$ cat src/hpm_pkg.sv
// package for the haptic playback mode control block
// assumes both ends share one clock (CLK_I, 50 MHz) and one synchronous reset
package hpm_pkg;
	// register offsets
	localparam logic [7:0] OFS_MODE  = 8'h01;
	localparam logic [7:0] OFS_AMP   = 8'h02;
	localparam logic [7:0] OFS_SLOT0 = 8'h04;
	localparam logic [7:0] OFS_SLOT7 = 8'h0b;
	localparam logic [7:0] OFS_START = 8'h0c;
	localparam logic [7:0] OFS_CFG   = 8'h1d;
	// controller registers of its own (software side)
	localparam logic [3:0] CTL_ADR_CMD    = 4'h0;
	localparam logic [3:0] CTL_ADR_STATUS = 4'h1;
	// field positions
	localparam int MODE_STBY_BIT = 6;
	localparam int CFG_ANALOG_BIT = 1;
	localparam int START_BIT = 0;
	// reset values
	localparam logic [7:0] MODE_RST = 8'h40;
	localparam logic [7:0] ZERO8    = 8'h00;
	// mode field codes
	localparam logic [2:0] MD_SOFT  = 3'h0;
	localparam logic [2:0] MD_EDGE  = 3'h1;
	localparam logic [2:0] MD_LEVEL = 3'h2;
	localparam logic [2:0] MD_EXT   = 3'h3;
	localparam logic [2:0] MD_RT    = 3'h5;
	// timing: power-up wait and one effect playing time
	localparam int CLK_MHZ = 50;
	localparam int PWRUP_US = 250;
	localparam int PWRUP_CYC = PWRUP_US * CLK_MHZ;
	localparam int EFFECT_CYC = 16;
	localparam int NSLOT = 8;
	typedef enum logic [1:0] {HPM_IDLE, HPM_PLAY} hpm_play_t;
endpackage : hpm_pkg

$ cat src/hpm_if.sv
// link between controller (host) and haptic driver (device)
// assumes one common clock; register port is a simple strobe bus
`timescale 1ns/1ps
interface hpm_if;
	logic       en;        // enable pin, active high
	logic       trig;      // input/trigger pin level
	logic [7:0] addr;      // register address
	logic [7:0] wdata;     // write data
	logic       wr;        // write strobe
	logic       rd;        // read strobe
	logic [7:0] rdata;     // read data, cycle after rd
	logic       wvalid;    // buffered write offer
	logic       wready;    // device accepts writes
	modport dev  (input en, trig, addr, wdata, wr, rd, wvalid, output rdata, wready);
	modport host (output en, trig, addr, wdata, wr, rd, wvalid, input rdata, wready);
endinterface : hpm_if

$ cat src/hpm_dev.sv
// haptic driver end: register bank, trigger and playback sequencer
// assumes registers written through the link; host keeps power-up wait
`timescale 1ns/1ps
module hpm_dev
	import hpm_pkg::*;
#(
	parameter int EFF_CYC = EFFECT_CYC
) (
	// clock and reset
	input  wire logic CLK_I,
	input  wire logic RESETN_I,
	// link
	hpm_if.dev        LNK,
	// actuator side
	output logic [7:0] DRIVE_O,      // drive amplitude or effect id
	output logic       ACTIVE_O,     // drive in progress
	output logic       LOW_POWER_O,  // low power state
	output logic       ANALOG_O      // external input read as analog
);
	////////////////////////////////////////////////////////////////////////
	// whole state of the device end in one record
	typedef struct packed {
		logic [7:0]            mode;    // mode select, standby in bit 6
		logic [7:0]            amp;     // realtime amplitude
		logic [7:0]            cfg;     // input source config
		logic [NSLOT-1:0][7:0] slot;    // effect sequence slots
		hpm_play_t             play;    // sequencer idle or playing
		logic [2:0]            idx;     // slot now playing
		logic [15:0]           tcnt;    // cycles left in this slot
		logic                  trig_q;  // trigger pin one cycle ago
		logic [7:0]            rdata;   // read data for the link
		logic [7:0]            drive;   // drive value toward actuator
		logic                  active;  // drive in progress
		logic                  lowp;    // low power state
	} hpm_dev_t;
	hpm_dev_t st_ff;      // registered state
	hpm_dev_t nxt_st;     // next state
	logic     lowp;       // enable low or standby set
	logic     fire;       // trigger accepted this cycle
	logic     trig_rise;  // rising edge on the trigger pin
	logic     wr_ok;      // qualified register write
	////////////////////////////////////////////////////////////////////////
	// true for an address inside the effect slot range
	function automatic logic is_slot(input logic [7:0] a);
		return (a >= OFS_SLOT0) && (a <= OFS_SLOT7);
	endfunction : is_slot
	// slot number of an address inside the slot range
	function automatic logic [2:0] slot_of(input logic [7:0] a);
		logic [7:0] d;  // offset from the first slot
		d = a - OFS_SLOT0;
		return d[2:0];
	endfunction : slot_of
	assign LNK.rdata   = st_ff.rdata;
	assign LNK.wready  = 1'b1;
	assign DRIVE_O     = st_ff.drive;
	assign ACTIVE_O    = st_ff.active;
	assign LOW_POWER_O = st_ff.lowp;
	assign ANALOG_O    = st_ff.cfg[CFG_ANALOG_BIT];
	////////////////////////////////////////////////////////////////////////
	// next state
	always_comb
	begin
		// start from the held state
		nxt_st = st_ff;
		// low power while the pin is low or standby is set
		lowp = !LNK.en || st_ff.mode[MODE_STBY_BIT];
		// edge detector; idle level of the pin is low, as after reset
		trig_rise = LNK.trig && !st_ff.trig_q;
		nxt_st.trig_q = LNK.trig;
		fire = 1'b0;
		// a write counts only when offered and accepted
		wr_ok = LNK.wr && LNK.wvalid && LNK.wready;
		// register writes; mode holds its value until rewritten
		if (wr_ok)
		begin
			// mode select, standby bit included
			if (LNK.addr == OFS_MODE)
			begin
				nxt_st.mode = LNK.wdata;
			end
			// realtime amplitude
			if (LNK.addr == OFS_AMP)
			begin
				nxt_st.amp = LNK.wdata;
			end
			// pwm or analog selection
			if (LNK.addr == OFS_CFG)
			begin
				nxt_st.cfg = LNK.wdata;
			end
			// effect slots
			if (is_slot(LNK.addr))
			begin
				nxt_st.slot[slot_of(LNK.addr)] = LNK.wdata;
			end
			// start bit fires only in software trigger mode
			if (LNK.addr == OFS_START && LNK.wdata[START_BIT]
				&& st_ff.mode[2:0] == MD_SOFT)
			begin
				fire = 1'b1;
			end
		end
		// pin triggers
		if (st_ff.mode[2:0] == MD_EDGE && trig_rise) fire = 1'b1;
		if (st_ff.mode[2:0] == MD_LEVEL && LNK.trig) fire = 1'b1;
		if (lowp) fire = 1'b0;
		// read data one cycle later
		nxt_st.rdata = ZERO8;
		if (LNK.rd)
		begin
			case (LNK.addr)
				OFS_MODE:  nxt_st.rdata = st_ff.mode;
				OFS_AMP:   nxt_st.rdata = st_ff.amp;
				OFS_CFG:   nxt_st.rdata = st_ff.cfg;
				OFS_START: nxt_st.rdata = {7'h00, st_ff.play == HPM_PLAY};
				// slots, anything else reads as zero
				default:
				begin
					if (is_slot(LNK.addr))
					begin
						nxt_st.rdata = st_ff.slot[slot_of(LNK.addr)];
					end
				end
			endcase
		end
		// sequencer: play slots in order, stop at zero id or last slot
		case (st_ff.play)
			// idle: a trigger starts from the first slot, again and again
			HPM_IDLE:
			begin
				if (fire && st_ff.slot[0] != ZERO8)
				begin
					nxt_st.play = HPM_PLAY;
					nxt_st.idx = 3'd0;
					nxt_st.tcnt = 16'(EFF_CYC - 1);
				end
			end
			// playing: count down each slot, then step or stop
			HPM_PLAY:
			begin
				if (lowp)
				begin
					// low power cuts the sequence short
					nxt_st.play = HPM_IDLE;
				end
				else if (st_ff.tcnt != 16'd0)
				begin
					nxt_st.tcnt = st_ff.tcnt - 16'd1;
				end
				else if (st_ff.idx == 3'(NSLOT - 1) || st_ff.slot[st_ff.idx + 3'd1] == ZERO8)
				begin
					// last effect done; start bit reads zero again
					nxt_st.play = HPM_IDLE;
				end
				else
				begin
					nxt_st.idx = st_ff.idx + 3'd1;
					nxt_st.tcnt = 16'(EFF_CYC - 1);
				end
			end
			// unused code returns to idle
			default:
			begin
				nxt_st.play = HPM_IDLE;
			end
		endcase
		// output drive by mode
		nxt_st.lowp = lowp;
		nxt_st.active = 1'b0;
		nxt_st.drive = ZERO8;
		if (!lowp)
		begin
			case (st_ff.mode[2:0])
				MD_RT:
				begin
					nxt_st.drive = st_ff.amp;
					nxt_st.active = 1'b1;
				end
				MD_EXT:
				begin
					nxt_st.drive = {8{LNK.trig}};
					nxt_st.active = 1'b1;
				end
				// library modes: drive the id of the slot playing
				default:
				begin
					if (st_ff.play == HPM_PLAY)
					begin
						nxt_st.drive = st_ff.slot[st_ff.idx];
						nxt_st.active = 1'b1;
					end
				end
			endcase
		end
	end
	////////////////////////////////////////////////////////////////////////
	// state register
	always_ff @(posedge CLK_I)
	begin
		if (!RESETN_I)
		begin
			st_ff <= '0;
			st_ff.mode <= MODE_RST;
			st_ff.lowp <= 1'b1;
		end
		else
			st_ff <= nxt_st;
	end
endmodule : hpm_dev

$ cat src/flat_wrapper.sv
// flat-port wrapper written by rule: the top's interface ports become plain ports
module hpm_dev_flat import hpm_pkg::*;
#(
	parameter int EFF_CYC = EFFECT_CYC
)
  (CLK_I, RESETN_I, DRIVE_O, ACTIVE_O, LOW_POWER_O, ANALOG_O, LNK_en, LNK_trig, LNK_addr, LNK_wdata, LNK_wr, LNK_rd, LNK_wvalid, LNK_rdata, LNK_wready);
  hpm_if LNK_i ();
  input  wire logic CLK_I;
  input  wire logic RESETN_I;
  output logic [7:0] DRIVE_O;
  output logic ACTIVE_O;
  output logic LOW_POWER_O;
  output logic ANALOG_O;
  input wire logic [$bits(LNK_i.en)-1:0] LNK_en;
  input wire logic [$bits(LNK_i.trig)-1:0] LNK_trig;
  input wire logic [$bits(LNK_i.addr)-1:0] LNK_addr;
  input wire logic [$bits(LNK_i.wdata)-1:0] LNK_wdata;
  input wire logic [$bits(LNK_i.wr)-1:0] LNK_wr;
  input wire logic [$bits(LNK_i.rd)-1:0] LNK_rd;
  input wire logic [$bits(LNK_i.wvalid)-1:0] LNK_wvalid;
  output wire logic [$bits(LNK_i.rdata)-1:0] LNK_rdata;
  output wire logic [$bits(LNK_i.wready)-1:0] LNK_wready;
  assign LNK_i.en = LNK_en;
  assign LNK_i.trig = LNK_trig;
  assign LNK_i.addr = LNK_addr;
  assign LNK_i.wdata = LNK_wdata;
  assign LNK_i.wr = LNK_wr;
  assign LNK_i.rd = LNK_rd;
  assign LNK_i.wvalid = LNK_wvalid;
  assign LNK_rdata = LNK_i.rdata;
  assign LNK_wready = LNK_i.wready;
  hpm_dev #(.EFF_CYC(EFF_CYC)) u_core (.CLK_I(CLK_I), .RESETN_I(RESETN_I), .LNK(LNK_i), .DRIVE_O(DRIVE_O), .ACTIVE_O(ACTIVE_O), .LOW_POWER_O(LOW_POWER_O), .ANALOG_O(ANALOG_O));
endmodule
$ cat config.mk
export PLATFORM = sky130hd
export DESIGN_NAME = hpm_dev_flat
export DESIGN_NICKNAME = d
export VERILOG_FILES = /design/src/hpm_pkg.sv /design/src/hpm_if.sv /design/src/hpm_dev.sv /design/src/flat_wrapper.sv
export SDC_FILE = /design/constraint.sdc
export NUM_CORES = 1
export LEC_CHECK = 0
export ABC_AREA = 1
export BUFFER_PORTS_ARGS = -buffer_cell sky130_fd_sc_hd__buf_2
export CAP_MARGIN = 25
export CORE_UTILIZATION = 55
export CTS_CLUSTER_DIAMETER = 60
export CTS_CLUSTER_SIZE = 14
export DETAILED_ROUTE_END_ITERATION = 10
export MAX_ROUTING_LAYER = met4
export PLACE_DENSITY = 0.76
export SLEW_MARGIN = 25
export SYNTH_ARGS = -nofsm -noshare
export SYNTH_HDL_FRONTEND = slang
export SYNTH_SLANG_ARGS = --single-unit
$ cat constraint.sdc
create_clock -name CLK_I -period 1.9 [get_ports CLK_I]
set_input_delay 0.285 -clock CLK_I [delete_from_list [all_inputs] [get_ports CLK_I]]
set_output_delay 0.285 -clock CLK_I [all_outputs]
set_load 0.02 [all_outputs]
==> results.txt <==
The flow ran to the end, and the final reports show no timing, DRC or antenna violations. The post-synthesis sequential area ratio is 37.37%. The type of destination of the critical path is a flip-flop. The number of synthesized flops with an enable pin is 0. The power per cell area is 844.1 nW/um2. 0 antenna diodes ended up in the layout.

On the critical path, the stage with the largest delay is an instance of dfxtp_2. The total routing usage reported by global routing came out at 33.55%. In the synthesized netlist the dominant register cell turns out to be dfxtp_1. The highest cell delay on the worst timing path is 0.35 ns. The height of the chip is 113.2 um.

The final design instance area without fill is 7809 um2. TritonCTS built the clock tree. The final critical-path required period came out at 1.831 ns. The clock transition at the registers of the reported paths is 0.06 ns.

The share of async-settable or async-resettable flops after synthesis is 0%. The type of the tightest min-delay check is primary input to flip-flop. Yosys printed 0 warnings. In this run the tightest slew margin relative to its limit is 62.98%. The maximum level of the CTS H-tree came out at 4. Buffers added to address setup during post-CTS repair amount to 0. The insertion delay to the later sink of the worst-skew pair came out at 0.43 ns. The register area is 2544 um2. The clock tree buffer depth came out at 2. The number of ports placed on the die boundary is 43.

After detailed routing, the average wire length per cell comes to 17.82 um. Sorting the synthesized cells by area gives the leading types as dfxtp_1 (37%), a21oi_1 (10%), o21ai_0 (8.8%), nor2_1 (6.1%), inv_1 (5.8%). For this configuration, the core starts out at a cell density of 56.65%. The number of buffers inserted during clock tree synthesis came out at 17. The leftover overflow at the end of global routing is 0.

The fraction of final layout cells sized beyond drive strength 1 is 15.94%. The area of the multi-input gates is 3445 um2. In this run, placement finished with an instance count of 1124. After synthesis, the largest family of logic cells by area is compound AO/OA/AOI/OAI gates. By count the netlist is led by a21oi_1 (137), dfxtp_1 (127), o21ai_0 (119), nor2_1 (110), inv_1 (106). For this run, the post-layout net count is 1023. The average size of a mapped cell came out at 7.029 um2.

The worst setup path is of the flip-flop to flip-flop kind. The clock arrives with 0.01035 ns of skew. The power consumption is 6.592 mW.

The number of synthesized register bits is 127. The share of the clock period used by the worst path after layout came out at 96.36%. The number of nets in the synthesized netlist is 994. The count of antenna-violating nets left after detailed routing came out at 0. The share of the synthesized area in compound gates (AO/OA/AOI/OAI) came out at 26.02%. Of all cell types, the one taking the most synthesized area is dfxtp_1. The cell count after synthesis came out at 968. The synthesized netlist devotes 22.42% of its cell area to simple gates. The total half-perimeter wirelength after legalization and detailed placement came out at 13880 um. The clock tree root driver cell is clkbuf_16. The slew at the pin closest to its max-slew limit came out at 0.5547 ns.

Of the post-synthesis cell area, the part taken by muxes is 0%. Derived from the worst setup path, the maximum achievable clock frequency is 546.2 MHz. The leakage component of the power came out at 3.018 nW. The final number of max-transition violations is 0.

The placeable core area is 12010 um2. After filler insertion, the fill cell instance count of the layout stands at 1055. The congestion estimate from routability-driven global placement came to 0.9606. Entering global routing, the biggest net connects 60 pins.

The wire length of the first global-routing pass is 31650 um. Setup repair after global routing could not meet its margin everywhere. The largest vdd supply drop is 0.8001 mV. The synthesized cell area came out at 6804 um2. The number of distinct standard cells referenced by the synthesized netlist is 44.

The area enclosed by the die boundary came out at 12820 um2. Walking the worst path, the cells encountered are clkinv_1 -> buf_12 -> nor2_1 -> nand4_1 -> nand3_1 -> nand3_1 -> nand3_1 -> nand3_1 -> buf_4 -> a21oi_1 -> nor2_1. The number of DRC markers after the initial detailed-route iteration came out at 836. The vias per cell came out at 5.961. a21oi_1 is the most common cell in the netlist.

The required arrival time at the worst endpoint is 2.22 ns. Across all layers, the routed design uses 6897 vias. Among the stages of the critical path, the cell type that occurs most often is nand3_1. The total of endpoints with negative setup slack in the final report came out at 0.

The maximum fanout along the worst path came out at 27. The adder-cell area share of the yosys netlist came out at 0.5517%. The number of non-filler instances in the completed layout came out at 1157. Summed over its instances, the top area cell type makes up 37.37% of the synthesized netlist area. The number of antenna violations at the first check in global routing came out at 0.

The relative area change from synthesis to final layout came out at 14.77%. The count of port buffers added during placement is 41. After detailed routing, the total wire length is 20620 um. The category of the worst setup path launch point is a flip-flop. The floorplan has 40 rows. The fraction of synthesized cell area in xor and xnor cells is 1.159%.

The number of iterations in the first detailed-routing pass is 8. The number of global-route vias before repair is 6003. The arrival time reported for the critical path endpoint is 2.15 ns. The remaining routing DRC violations is 0.

The width of the chip is 113.2 um. The number of maximum-capacitance violations came out at 0. The number of clock sinks came out at 127. The hold violation total from the final report came out at 0.

After detailed placement, the total cell area comes to 7121 um2.
registers in the layout, indices dropped and copies added, names as in the netlist:
signal and cells:
u_core.ACTIVE_O 1, u_core.ANALOG_O 1, u_core.DRIVE_O 8, u_core.LNK.rdata 8
u_core.LOW_POWER_O 1, u_core.st_ff 108
metal layers:
metal | wire length [um] | GRT usage [%] | vias up
met3 | 1847 | 6.963 | 64
li1 | - | - | 3320
met1 | 8759 | 43.97 | 3158
met4 | 686 | 14.56 | 0
met2 | 9327 | 50.02 | 355
met5 | 0 | - | -
cell usage in the layout (no fill, tap or decap), types with 4 or more instances in the layout:
cell / instances
dfxtp_1: 126
o22ai_1: 4
xor2_1: 8
nor3_1: 9
nand3_1: 73
o21ai_0: 119
clkbuf_16: 17
buf_4: 38
a211oi_2: 9
inv_1: 106
nand4_1: 5
a211oi_1: 9
nand2_1: 102
clkinv_4: 4
a221oi_1: 5
buf_2: 41
nand3_4: 5
inv_2: 7
a31oi_1: 9
a21oi_1: 137
nor2_1: 107
bufinv_16: 4
nor2_2: 5
clkinvlp_4: 4
o221ai_1: 16
timing repair:
item | CTS | global route
hold buffers | 0 | 0
setup endpoints to repair | 1 | 15
gates cloned | 0 | 1
resized for setup | 1 | 10
area by class of cell:
type                    count  share of cell area [%]
multi-input cells         651                   44.11
clock inverters            12                   2.339
flip-flops and latches    127                   32.57
repair buffers             81                   6.794
well taps                 147                   2.355
inverters                 118                   5.784
clock buffers              20                   5.977
repair inverters            1                 0.06409
stage by stage:
step / hold WS, ns / setup WS, ns / TNS (ns) / util (%)
3_5_place_dp: 0.4602 / -0.02745 / -0.02745 / 59.28
5_1_grt: 0.1208 / -0.03507 / -0.1084 / 65.01
6_report: 0.07830 / 0.06925 / 0 / 65.01
4_1_cts: 0.07617 / 0.02219 / 0 / 64.73
3_3_place_gp: 0.4526 / 0.06230 / 0 / 59.28
2_1_floorplan: 0.3785 / 0.08333 / 0 / -
kinds of logic after synthesis:
| group | count (synthesis) |
|---|---|
| compound gates | 314 |
| xor+xnor | 9 |
| other cells | 1 |
| simple gates | 324 |
| fa+ha+maj | 3 |
| flops | 127 |
| buf+inv | 190 |
power by group:
group | switching (mW) | leakage (nW) | internal [mW]
Clock | 1.28 | 0.309 | 2.31
Combinational | 0.245 | 1.69 | 0.0940
Sequential | 0.00268 | 1.02 | 2.67
worst max-delay path, delay by kind of cell (launching register included):
family | cells | cell delay (ns)
compound gates | 1 | 0.15
buf+inv | 3 | 0.48
flops | 1 | 0.35
simple gates | 7 | 0.73
final timing paths:
path         slack (ns)               from           endpoint  cells past startpoint
max                0.07   u_core.st_ff[35]   u_core.st_ff[20]                     11
min                0.08           LNK_trig   u_core.st_ff[18]                      3
max reg2reg        0.07   u_core.st_ff[35]   u_core.st_ff[20]                     11
min reg2reg        0.48  u_core.st_ff[111]  u_core.st_ff[111]                      2
Note: power is estimated with default switching activity, not from simulation.
